==> src/menu_pkg.sv <==
// constants and types for the settings menu
// assumes a 100 MHz system clock
package menu_pkg;
    localparam int unsigned CLK_HZ         = 100_000_000;
    localparam int unsigned DEBOUNCE_MS    = 10;
    localparam int unsigned ENTER_HOLD_S   = 3;
    localparam int unsigned LEAVE_HOLD_S   = 1;
    localparam int unsigned DEBOUNCE_TICKS = CLK_HZ / 1000 * DEBOUNCE_MS;
    localparam int unsigned ENTER_TICKS    = CLK_HZ * ENTER_HOLD_S;
    localparam int unsigned LEAVE_TICKS    = CLK_HZ * LEAVE_HOLD_S;

    localparam logic [3:0] LEVEL_CODE_OPER = 4'h0;
    localparam logic [3:0] LEVEL_CODE_INIT = 4'h5;
    localparam logic [3:0] LEVEL_CODE_ADV  = 4'hf;

    localparam logic [13:0] PASSWORD_FULL  = 14'h00a9;
    localparam logic [13:0] PASSWORD_TEMP  = 14'h00a9;
    localparam logic [13:0] HYST_MAX       = 14'h270f;

    localparam logic       UNIT_RESET   = 1'b0;
    localparam logic [1:0] ACTION_RESET = 2'h0;
    localparam logic [1:0] AVG_RESET    = 2'h0;
    localparam logic [13:0] HYST_RESET  = 14'h0000;

    typedef enum logic [1:0] {
        LEVEL_OPER = 2'b00,
        LEVEL_INIT = 2'b01,
        LEVEL_ADV  = 2'b10
    } level_e;

    typedef enum logic [1:0] {
        VIEW_NAME    = 2'b00,
        VIEW_MONITOR = 2'b01,
        VIEW_CHANGE  = 2'b10
    } view_e;

    typedef enum logic [3:0] {
        PARAM_UNIT    = 4'h0,
        PARAM_OUT1    = 4'h1,
        PARAM_OUT2    = 4'h2,
        PARAM_MENU    = 4'h3,
        PARAM_CLEAR   = 4'h4,
        PARAM_AVG     = 4'h5,
        PARAM_HYST1   = 4'h6,
        PARAM_HYST2   = 4'h7,
        PARAM_SP      = 4'h8
    } param_e;
endpackage

==> src/key_events_if.sv <==
// events from the key conditioner to the menu core
// assumes one clock domain
`timescale 1ns/1ns
interface key_events_if;
    logic level_short;
    logic level_hold1;
    logic level_hold3;
    logic shift_press;
    logic up_press;
    modport source (output level_short, level_hold1, level_hold3, shift_press, up_press);
    modport sink   (input  level_short, level_hold1, level_hold3, shift_press, up_press);
endinterface

==> src/settings_menu.sv <==
// front-panel settings menu: levels, parameter views, working copy and stored values
// assumes active-low key pins and one 100 MHz clock; lockout and variant are static straps
`timescale 1ns/1ns

// Summary of operation
// operation level, level key 3 s: initial
// initial level, level key 1 s: operation
// advanced: 1 s hold initial, again operation
// shift shows value, second shift edits
// short level press commits and advances
// temperature unit: Celsius or Fahrenheit
// outputs 1,2 action: upper, lower, outside
// order: output 1, output 2, menu
// setpoints: one, or upper and lower
// temperature variant hides output 2 params
// password opens advanced level, code F
// clear-all first advanced, reads off
// clear-all shown only with lockout zero
// clear-all on restores factory defaults
// averaging: off, 2, 4 or 8
// per-output hysteresis 0 to 9999
// stored zero hysteresis acts as one
// output 2 hysteresis follows output 1
// keys debounced; holds counted; short under 1 s
// edits kept in working copy until commit
module settings_menu
    import menu_pkg::*;
#(
    parameter int unsigned DEBOUNCE = DEBOUNCE_TICKS,
    parameter int unsigned HOLD1    = LEAVE_TICKS,
    parameter int unsigned HOLD3    = ENTER_TICKS
) (
    input  wire logic        clock_i,
    input  wire logic        rst_n_i,
    input  wire logic        key_level_n_i,
    input  wire logic        key_shift_n_i,
    input  wire logic        key_up_n_i,
    input  wire logic        temp_variant_i,
    input  wire logic        lockout_zero_i,
    output logic [3:0]       level_code_o,
    output logic [3:0]       param_o,
    output logic             show_value_o,
    output logic             blink_o,
    output logic [13:0]      value_o,
    output logic             value_neg_o,
    output logic             temp_unit_f_o,
    output logic [1:0]       out1_action_o,
    output logic [1:0]       out2_action_o,
    output logic [1:0]       averaging_count_o,
    output logic [13:0]      compare_hysteresis1_o,
    output logic [13:0]      compare_hysteresis2_o,
    output logic             out1_split_sp_o,
    output logic             out2_split_sp_o
);
    // ************************************************************
    // key conditioning
    // ************************************************************
    key_events_if keys ();

    key_conditioner #(
        .DEBOUNCE (DEBOUNCE),
        .HOLD1    (HOLD1),
        .HOLD3    (HOLD3)
    ) u_keys (
        .clock_i  (clock_i),
        .rst_n_i  (rst_n_i),
        .key_n_i  ({key_up_n_i, key_shift_n_i, key_level_n_i}),
        .ev       (keys.source)
    );

    // ************************************************************
    // straps, caught after reset through two flops
    // ************************************************************
    typedef struct packed {
        logic [1:0]  strap1;
        logic [1:0]  strap2;
        level_e      level;
        view_e       view;
        param_e      param;
        logic [13:0] work;
        logic        work_neg;
        logic        unit_f;
        logic [1:0]  act1;
        logic [1:0]  act2;
        logic [1:0]  averaging_count;
        logic [13:0] hyst1;
        logic [13:0] hyst2;
        logic [3:0]  level_code;
        logic [13:0] value;
        logic        value_neg;
        logic [13:0] hyst1_eff;
        logic [13:0] hyst2_eff;
        logic        show;
        logic        blink;
    } menu_s;

    menu_s state_reg;
    menu_s state_next;

    // stored value of a parameter, as shown in the monitor state
    function automatic logic [13:0] stored_value(input param_e p, input menu_s s);
        case (p)
            PARAM_UNIT:  stored_value = {13'h0000, s.unit_f};
            PARAM_OUT1:  stored_value = {12'h000, s.act1};
            PARAM_OUT2:  stored_value = {12'h000, s.act2};
            PARAM_AVG:   stored_value = {12'h000, s.averaging_count};
            PARAM_HYST1: stored_value = s.hyst1;
            PARAM_HYST2: stored_value = s.hyst2;
            default:     stored_value = 14'h0000;
        endcase
    endfunction

    // wrap limit of the up key for each parameter
    function automatic logic [13:0] value_max(input param_e p);
        case (p)
            PARAM_UNIT:  value_max = 14'h0001;
            PARAM_OUT1:  value_max = 14'h0002;
            PARAM_OUT2:  value_max = 14'h0002;
            PARAM_CLEAR: value_max = 14'h0001;
            PARAM_AVG:   value_max = 14'h0003;
            PARAM_MENU:  value_max = 14'h0fff;
            default:     value_max = HYST_MAX;
        endcase
    endfunction

    // first parameter of the advanced level
    function automatic param_e adv_first(input logic lock0);
        adv_first = lock0 ? PARAM_CLEAR : PARAM_AVG;  // see
    endfunction

    // ************************************************************
    // menu state machine
    // ************************************************************
    always_comb begin
        state_next = state_reg;
        state_next.strap1 = {temp_variant_i, lockout_zero_i};
        state_next.strap2 = state_reg.strap1;
        case (state_reg.level)
            LEVEL_OPER: begin
                if (keys.level_hold3) begin
                    state_next.level = LEVEL_INIT;
                    state_next.view  = VIEW_NAME;
                    state_next.param = PARAM_UNIT;
                end
            end
            LEVEL_INIT, LEVEL_ADV: begin
                if (keys.level_hold1) begin
                    // see
                    state_next.level = (state_reg.level == LEVEL_ADV) ? LEVEL_INIT : LEVEL_OPER;
                    state_next.view  = VIEW_NAME;
                    state_next.param = PARAM_UNIT;
                end else if (keys.shift_press) begin
                    case (state_reg.view)
                        VIEW_NAME: begin
                            state_next.view = VIEW_MONITOR;
                        end
                        VIEW_MONITOR: begin
                            state_next.view     = VIEW_CHANGE;
                            state_next.work     = stored_value(state_reg.param, state_reg);
                            state_next.work_neg = (state_reg.param == PARAM_MENU);
                        end
                        default: begin
                        end
                    endcase
                end else if (keys.up_press && state_reg.view == VIEW_CHANGE) begin
                    if (state_reg.work >= value_max(state_reg.param)) begin
                        state_next.work = 14'h0000;
                    end else begin
                        state_next.work = state_reg.work + 14'h0001;
                    end
                end else if (keys.level_short) begin
                    state_next.view = VIEW_NAME;
                    if (state_reg.view == VIEW_CHANGE) begin
                        case (state_reg.param)  // see
                            PARAM_UNIT:  state_next.unit_f = state_reg.work[0];
                            PARAM_OUT1:  state_next.act1   = state_reg.work[1:0];
                            PARAM_OUT2:  state_next.act2   = state_reg.work[1:0];
                            PARAM_AVG:   state_next.averaging_count    = state_reg.work[1:0];
                            PARAM_HYST1: state_next.hyst1  = state_reg.work;
                            PARAM_HYST2: state_next.hyst2  = state_reg.work;
                            PARAM_CLEAR: begin
                                if (state_reg.work[0]) begin
                                    state_next.unit_f = UNIT_RESET;
                                    state_next.act1   = ACTION_RESET;
                                    state_next.act2   = ACTION_RESET;
                                    state_next.averaging_count    = AVG_RESET;
                                    state_next.hyst1  = HYST_RESET;
                                    state_next.hyst2  = HYST_RESET;
                                end
                            end
                            default: begin
                            end
                        endcase
                    end
                    case (state_reg.param)
                        PARAM_UNIT:  state_next.param = PARAM_OUT1;
                        PARAM_OUT1:  begin
                            // see
                            state_next.param = state_reg.strap2[1] ? PARAM_MENU : PARAM_OUT2;
                        end
                        PARAM_OUT2:  state_next.param = PARAM_MENU;
                        PARAM_MENU:  begin
                            if (state_reg.view == VIEW_CHANGE && state_reg.work_neg &&
                                state_reg.work == (state_reg.strap2[1] ? PASSWORD_TEMP
                                                                       : PASSWORD_FULL)) begin
                                state_next.level = LEVEL_ADV;
                                state_next.param = adv_first(state_reg.strap2[0]);
                            end else begin
                                state_next.param = PARAM_UNIT;
                            end
                        end
                        PARAM_CLEAR: state_next.param = PARAM_AVG;
                        PARAM_AVG:   state_next.param = PARAM_HYST1;
                        PARAM_HYST1: begin
                            // see
                            state_next.param = state_reg.strap2[1] ? adv_first(state_reg.strap2[0])
                                                                   : PARAM_HYST2;
                        end
                        PARAM_HYST2: state_next.param = adv_first(state_reg.strap2[0]);
                        default:     state_next.param = PARAM_UNIT;
                    endcase
                end
            end
            default: begin
                state_next.level = LEVEL_OPER;
                state_next.param = PARAM_UNIT;
            end
        endcase
        case (state_next.level)
            LEVEL_INIT: state_next.level_code = LEVEL_CODE_INIT;
            LEVEL_ADV:  state_next.level_code = LEVEL_CODE_ADV;
            default:    state_next.level_code = LEVEL_CODE_OPER;
        endcase
        if (state_next.view == VIEW_CHANGE) begin
            state_next.value     = state_next.work;
            state_next.value_neg = state_next.work_neg;
        end else begin
            // clear-all reads off when shown outside the change view
            state_next.value     = stored_value(state_next.param, state_next);
            state_next.value_neg = 1'b0;
        end
        state_next.show  = (state_next.view != VIEW_NAME);
        state_next.blink = (state_next.view == VIEW_CHANGE);

        state_next.hyst1_eff = (state_next.hyst1 == 14'h0000) ? 14'h0001 : state_next.hyst1;
        state_next.hyst2_eff = (state_next.hyst2 == 14'h0000) ? 14'h0001 : state_next.hyst2;
    end

    always_ff @(posedge clock_i or negedge rst_n_i) begin
        if (!rst_n_i) begin
            state_reg            <= '0;
            state_reg.level      <= LEVEL_OPER;
            state_reg.view       <= VIEW_NAME;
            state_reg.param      <= PARAM_UNIT;
            state_reg.unit_f     <= UNIT_RESET;
            state_reg.act1       <= ACTION_RESET;
            state_reg.act2       <= ACTION_RESET;
            state_reg.averaging_count        <= AVG_RESET;
            state_reg.hyst1      <= HYST_RESET;
            state_reg.hyst2      <= HYST_RESET;
            state_reg.level_code <= LEVEL_CODE_OPER;
            state_reg.hyst1_eff  <= 14'h0001;
            state_reg.hyst2_eff  <= 14'h0001;
        end else begin
            state_reg <= state_next;
        end
    end

    // ************************************************************
    // outputs, all from flops
    // ************************************************************
    assign level_code_o          = state_reg.level_code;
    assign param_o               = state_reg.param;
    assign show_value_o          = state_reg.show;
    assign blink_o               = state_reg.blink;
    assign value_o               = state_reg.value;
    assign value_neg_o           = state_reg.value_neg;
    assign temp_unit_f_o         = state_reg.unit_f;
    assign out1_action_o         = state_reg.act1;
    assign out2_action_o         = state_reg.act2;
    assign averaging_count_o     = state_reg.averaging_count;
    assign compare_hysteresis1_o = state_reg.hyst1_eff;
    assign compare_hysteresis2_o = state_reg.hyst2_eff;
    assign out1_split_sp_o       = state_reg.act1[1];
    assign out2_split_sp_o       = state_reg.act2[1];
endmodule

==> src/key_conditioner.sv <==
// synchronises and debounces the three front-panel keys, and times holds of the level key
// assumes raw active-low key pins, one system clock
`timescale 1ns/1ns
module key_conditioner
    import menu_pkg::*;
#(
    parameter int unsigned DEBOUNCE = DEBOUNCE_TICKS,
    parameter int unsigned HOLD1    = LEAVE_TICKS,
    parameter int unsigned HOLD3    = ENTER_TICKS
) (
    input  wire logic        clock_i,
    input  wire logic        rst_n_i,
    input  wire logic [2:0]  key_n_i,
    key_events_if.source     ev
);
    if (HOLD1 < 2 || HOLD3 <= HOLD1 || DEBOUNCE < 1 || DEBOUNCE > 32'h0010_0000) begin
        $error("bad key timing parameters");
    end

    typedef struct packed {
        logic [2:0]  sync1;
        logic [2:0]  sync2;
        logic [2:0]  stable;
        logic [2:0][19:0] bounce;
        logic [31:0] hold;
        logic        fired1;
        logic        fired3;
        logic        level_short;
        logic        level_hold1;
        logic        level_hold3;
        logic        shift_press;
        logic        up_press;
    } cond_s;

    cond_s state_reg;
    cond_s state_next;

    always_comb begin
        state_next = state_reg;
        state_next.sync1 = ~key_n_i;
        state_next.sync2 = state_reg.sync1;
        state_next.level_short = 1'b0;
        state_next.level_hold1 = 1'b0;
        state_next.level_hold3 = 1'b0;
        state_next.shift_press = 1'b0;
        state_next.up_press    = 1'b0;
        for (int k = 0; k < 3; k++) begin
            if (state_reg.sync2[k] == state_reg.stable[k]) begin
                state_next.bounce[k] = 20'h00000;
            end else if (state_reg.bounce[k] >= 20'(DEBOUNCE - 1)) begin
                state_next.bounce[k] = 20'h00000;
                state_next.stable[k] = state_reg.sync2[k];
            end else begin
                state_next.bounce[k] = state_reg.bounce[k] + 20'h00001;
            end
        end
        state_next.shift_press = state_next.stable[1] & ~state_reg.stable[1];
        state_next.up_press    = state_next.stable[2] & ~state_reg.stable[2];
        if (state_reg.stable[0]) begin
            if (state_reg.hold != 32'hffffffff) begin
                state_next.hold = state_reg.hold + 32'h1;
            end
            if (state_reg.hold == 32'(HOLD1 - 1)) begin
                state_next.level_hold1 = 1'b1;
                state_next.fired1      = 1'b1;
            end
            if (state_reg.hold == 32'(HOLD3 - 1)) begin
                state_next.level_hold3 = 1'b1;
                state_next.fired3      = 1'b1;
            end
            if (!state_next.stable[0] && !state_reg.fired1) begin
                state_next.level_short = 1'b1;
            end
        end
        if (!state_next.stable[0]) begin
            state_next.hold   = 32'h0;
            state_next.fired1 = 1'b0;
            state_next.fired3 = 1'b0;
        end
    end

    always_ff @(posedge clock_i or negedge rst_n_i) begin
        if (!rst_n_i) begin
            state_reg <= '0;
        end else begin
            state_reg <= state_next;
        end
    end

    assign ev.level_short = state_reg.level_short;
    assign ev.level_hold1 = state_reg.level_hold1;
    assign ev.level_hold3 = state_reg.level_hold3;
    assign ev.shift_press = state_reg.shift_press;
    assign ev.up_press    = state_reg.up_press;
endmodule

==> config.mk <==
export PLATFORM = sky130hd
export DESIGN_NAME = settings_menu
export DESIGN_NICKNAME = d
export VERILOG_FILES = /design/src/menu_pkg.sv /design/src/key_events_if.sv /design/src/settings_menu.sv /design/src/key_conditioner.sv
export SDC_FILE = /design/constraint.sdc
export NUM_CORES = 1
export LEC_CHECK = 0
export ABC_AREA = 1
export BUFFER_PORTS_ARGS = -buffer_cell sky130_fd_sc_hd__buf_4
export CORE_MARGIN = 2
export CORE_UTILIZATION = 60
export DETAILED_ROUTE_END_ITERATION = 10
export GPL_TIMING_DRIVEN = 0
export PLACE_DENSITY_LB_ADDON = 0.1
export RECOVER_POWER = 50
export SYNTH_ARGS = -nofsm -noshare
export SYNTH_HDL_FRONTEND = slang
export SYNTH_SLANG_ARGS = --single-unit
export TNS_END_PERCENT = 50
==> constraint.sdc <==
create_clock -name clock_i -period 4 [get_ports clock_i]
set_input_delay 0.4 -clock clock_i [delete_from_list [all_inputs] [get_ports clock_i]]
set_output_delay 0.4 -clock clock_i [all_outputs]
set_load 0.02 [all_outputs]
==> impl_metrics.xml <==
<?xml version="1.0" encoding="UTF-8"?>
<metrics>
  <group name="critical_path">
    <metric name="worst_setup_path_start_kind" unit="">flip-flop</metric>
    <metric name="worst_r2r_path_depth" unit="">17</metric>
    <metric name="worstSetupEndpointType" unit="">flip-flop</metric>
    <metric name="worst_ep_required_time" unit="ns">4.41</metric>
    <metric name="r2r-end" unit="">value_o[4]</metric>
    <metric name="path_max_fanout" unit="">10</metric>
    <metric name="worst-endpoint-arrival" unit="ns">3.70</metric>
    <metric name="r2r_start" unit="">param_o[3]</metric>
    <metric name="timing.reg2reg.setup_slack" unit="ns">0.71</metric>
    <metric name="timing_worst_setup_path_type" unit="">reg2reg</metric>
  </group>
  <group name="yosys">
    <metric name="yosys_warnings" unit="">0</metric>
    <metric name="yosys_register_bits" unit="">216</metric>
    <metric name="yosys.cell_types.count" unit="">56</metric>
    <metric name="syn_inst" unit="">1494</metric>
    <metric name="ys_seq_area_share" unit="%">44.39</metric>
    <metric name="post_synth_instance_area" unit="sq um">12180</metric>
    <metric name="synthesis.nets" unit="">1527</metric>
    <metric name="synthesis.area_per_instance" unit="sq um">8.154</metric>
  </group>
  <group name="power">
    <metric name="p_leak" unit="uW">0.006202</metric>
    <metric name="vdd.ir_drop.worst" unit="mV">0.3374</metric>
    <metric name="power.density" unit="nW/um^2">332.3</metric>
  </group>
  <group name="global_routing">
    <metric name="initial_antenna_violation_count" unit="">0</metric>
    <metric name="maximum_number_of_pins_on_one_net_before_global_route_repair" unit="">117</metric>
    <metric name="overflow" unit="">0</metric>
    <metric name="first_global_vias" unit="">10110</metric>
    <metric name="grtUsageTotal" unit="%">29.77</metric>
    <metric name="grt_pass1_wl" unit="microns">51440</metric>
  </group>
  <group name="clock_tree">
    <metric name="cts.hold.buffers_added" unit="">4</metric>
    <metric name="cts_setup_buffers" unit="">0</metric>
    <metric name="cts_sinks" unit="">216</metric>
    <metric name="clock_tree_from_tritoncts" unit="">built</metric>
    <metric name="tritoncts.num_buffers" unit="">24</metric>
    <metric name="clk_transition_reported_paths" unit="ns">0.06</metric>
    <metric name="cts_resized" unit="">0</metric>
    <metric name="clkLatencyLatePin" unit="ns">0.53</metric>
    <metric name="clock_path_buffers" unit="">3</metric>
    <metric name="clk_root_buffer_cell" unit="">sky130_fd_sc_hd__clkbuf_16</metric>
    <metric name="htree_levels" unit="">1</metric>
  </group>
  <group name="route">
    <metric name="vias" unit="">10440</metric>
    <metric name="met3_wirelength" unit="microns">2229</metric>
    <metric name="detail_route.wirelength" unit="microns">31380</metric>
    <metric name="highest_routing_layer_actually_used" unit="">met4</metric>
    <metric name="route.detailed.drc" unit="">0</metric>
    <metric name="viasPerCell" unit="">5.557</metric>
    <metric name="drt_first_pass_iters" unit="">6</metric>
    <metric name="postRouteAntennaNets" unit="">0</metric>
    <metric name="detailroute.wirelength.met2" unit="microns">14510</metric>
    <metric name="drt_first_iter_violations" unit="">834</metric>
    <metric name="met1_length" unit="microns">13520</metric>
    <metric name="post_drt_wl_per_cell" unit="microns">16.70</metric>
  </group>
  <group name="cells_and_area">
    <metric name="finish.cell_count_without_fillers" unit="">1879</metric>
    <metric name="layout.core_utilization" unit="%">68.16</metric>
    <metric name="insertedDiodeCount" unit="">0</metric>
    <metric name="fraction_of_layout_instances_using_a_drive_strength_above_1" unit="%">13.05</metric>
    <metric name="largest_register_ffs" unit="">99</metric>
    <metric name="final_cell_mix" unit="">sky130_fd_sc_hd__nand2_1, sky130_fd_sc_hd__dfrtp_1, sky130_fd_sc_hd__inv_1</metric>
    <metric name="finalNetCount" unit="">1626</metric>
    <metric name="layout.cells.most_common" unit="">sky130_fd_sc_hd__nand2_1</metric>
    <metric name="area_growth_syn_to_layout" unit="%">12.49</metric>
    <metric name="fin_area" unit="sq um">13700</metric>
  </group>
  <group name="floorplanning">
    <metric name="core_area" unit="sq um">20100</metric>
    <metric name="chipWidth" unit="microns">146.5</metric>
    <metric name="die-area" unit="sq um">21460</metric>
    <metric name="die_h" unit="microns">146.5</metric>
    <metric name="io-pin-count" unit="">69</metric>
    <metric name="row_count" unit="">52</metric>
    <metric name="floorplan.initialDensity" unit="%">60.59</metric>
  </group>
  <group name="timing">
    <metric name="finalWorstPathRequiredPeriod" unit="ns">3.287</metric>
    <metric name="setup_total_negative_slack" unit="ns">0</metric>
    <metric name="setup-violations-final" unit="">0</metric>
    <metric name="final.setup_skew" unit="ns">0.01199</metric>
    <metric name="grt_setup_unrepaired" unit="">false</metric>
    <metric name="maxSlewHeadroom" unit="%">-91.26</metric>
    <metric name="number_of_slew_limit_violations_in_the_final_report" unit="">116</metric>
    <metric name="tightest_slew" unit="ns">2.869</metric>
    <metric name="final-hold-violation-count" unit="">0</metric>
    <metric name="fmax" unit="GHz">0.3043</metric>
    <metric name="min_period_over_period" unit="%">82.16</metric>
  </group>
  <group name="status">
    <metric name="outcome" unit="">complete, but fails checks</metric>
    <metric name="violations" unit="">max-capacitance violations, max-slew violations</metric>
  </group>
  <group name="min_path">
    <metric name="worst_hold_path_type" unit="">in2reg</metric>
    <metric name="whs_path_depth" unit="">2</metric>
    <metric name="holdCritStartpoint" unit="">key_shift_n_i</metric>
    <metric name="hold_end" unit="">u_keys.state_next[103]</metric>
  </group>
  <group name="placed_design">
    <metric name="portBuffers" unit="">68</metric>
    <metric name="post_dp_cell_area" unit="sq um">13070</metric>
    <metric name="place_congestion" unit="">0.9626</metric>
    <metric name="dp.cells" unit="">1833</metric>
    <metric name="place_hpwl" unit="microns">23360</metric>
  </group>
  <group name="flow_run">
    <metric name="cap_viol_max_count" unit="">1</metric>
  </group>
</metrics>
-- final cells by class --
| type | count | area (sq um) |
|---|---|---|
| fill | 1715 | 6401 |
| tap | 270 | 337.8 |
| timing repair buffer | 73 | 369.1 |
| sequential | 216 | 5408 |
| clock buffer | 28 | 655.6 |
| clock inverter | 14 | 165.2 |
| buffer | 89 | 588.1 |
| inverter | 225 | 850.8 |
| multi-input combinational | 964 | 5329 |
-- worst max path at each step --
stage / to / cells after the start / slack [ns] / from
floorplan: value_o[2] / 17 / 1.46 / param_o[3]
global placement: value_o[4] / 15 / 0.79 / param_o[3]
detailed placement: value_o[4] / 15 / 0.78 / param_o[3]
CTS: value_o[4] / 15 / 0.75 / param_o[3]
global route: state_reg[91] / 2 / 0.37 / rst_n_i
finish: value_o[4] / 17 / 0.71 / param_o[3]
-- where the power goes --
part	switching, uW	internal [uW]
clock network	903	1370
logic	60.9	18.8
registers	7.44	2200
total	971	3580
-- cells by family after synthesis --
kind of cell | count (synthesis) | share of synthesized area [%]
simple gates | 659 | 25.45
buf+inv | 314 | 11.81
compound gates | 219 | 11.36
flops | 216 | 44.39
xor+xnor | 60 | 4.314
fa+ha+maj | 26 | 2.670
-- critical path: stages, from the launching register on --
cell,delay (ns)
sky130_fd_sc_hd__dfrtp_1,0.53
sky130_fd_sc_hd__nor2_2,0.30
sky130_fd_sc_hd__inv_2,0.09
sky130_fd_sc_hd__nor2_2,0.20
sky130_fd_sc_hd__inv_1,0.17
sky130_fd_sc_hd__ha_1,0.33
sky130_fd_sc_hd__nand2_1,0.08
sky130_fd_sc_hd__nor2_1,0.10
sky130_fd_sc_hd__o21ai_0,0.09
sky130_fd_sc_hd__o211ai_1,0.09
sky130_fd_sc_hd__nand3_1,0.09
sky130_fd_sc_hd__nand3_1,0.10
sky130_fd_sc_hd__nand2_1,0.08
sky130_fd_sc_hd__nand2_1,0.17
sky130_fd_sc_hd__clkbuf_1,0.36
sky130_fd_sc_hd__o21ai_0,0.19
sky130_fd_sc_hd__nand2_1,0.11
sky130_fd_sc_hd__nand2_1,0.07
-- metrics by stage --
| step | setup WS (ns) | hold slack, ns | total power, uW |
|---|---|---|---|
| floorplan | 1.462 | 0.1044 | 2265 |
| global placement | 0.7888 | 0.3332 | 2319 |
| detailed placement | 0.7823 | 0.3347 | 2326 |
| CTS | 0.7483 | 0.006524 | 4589 |
| global route | 0.3672 | 0.03600 | 4706 |
| finish | 0.7134 | 0.02959 | 4554 |
-- synthesized netlist by cell type, drive strengths merged --
library cell  instances  area (sq um)
nor3b                 6         50.05
a32oi                 1         8.760
o31ai                 8         60.06
a22oi                19         147.6
and3                  3         18.77
a211oi                2         15.01
o21bai                2         15.01
o21a                  4         30.03
nand4                35         219.0
nor2                176         787.0
clkbuf               15         56.30
o21ai                74         396.6
o32ai                 7         61.31
buf                  74         531.8
nand2               271          1055
or2                   6         37.54
inv                 223         837.1
dfstp                 2         52.55
nor4                 32         206.5
nand3                67         360.4
a311oi                1         8.760
xnor2                14         122.6
nor3                 59         339.1
dfrtp               214          5355
a21oi                32         167.7
a31oi                10         62.56
and2                  2         12.51
nand3b                2         15.01
o22ai                52         356.6
clkinv                2         13.76
ha                   26         325.3
xor2                 46         402.9
o2111ai               1         8.760
o211ai                6         45.04
-- layer usage --
layer / GRT usage, % / vias to the layer above
met4: 10.24 / 0
met3: 4.219 / 93
met1: 41.65 / 4869
met2: 48.09 / 408
met5: 0 / -
li1: - / 5071
Note: power is estimated with default switching activity, not from simulation.
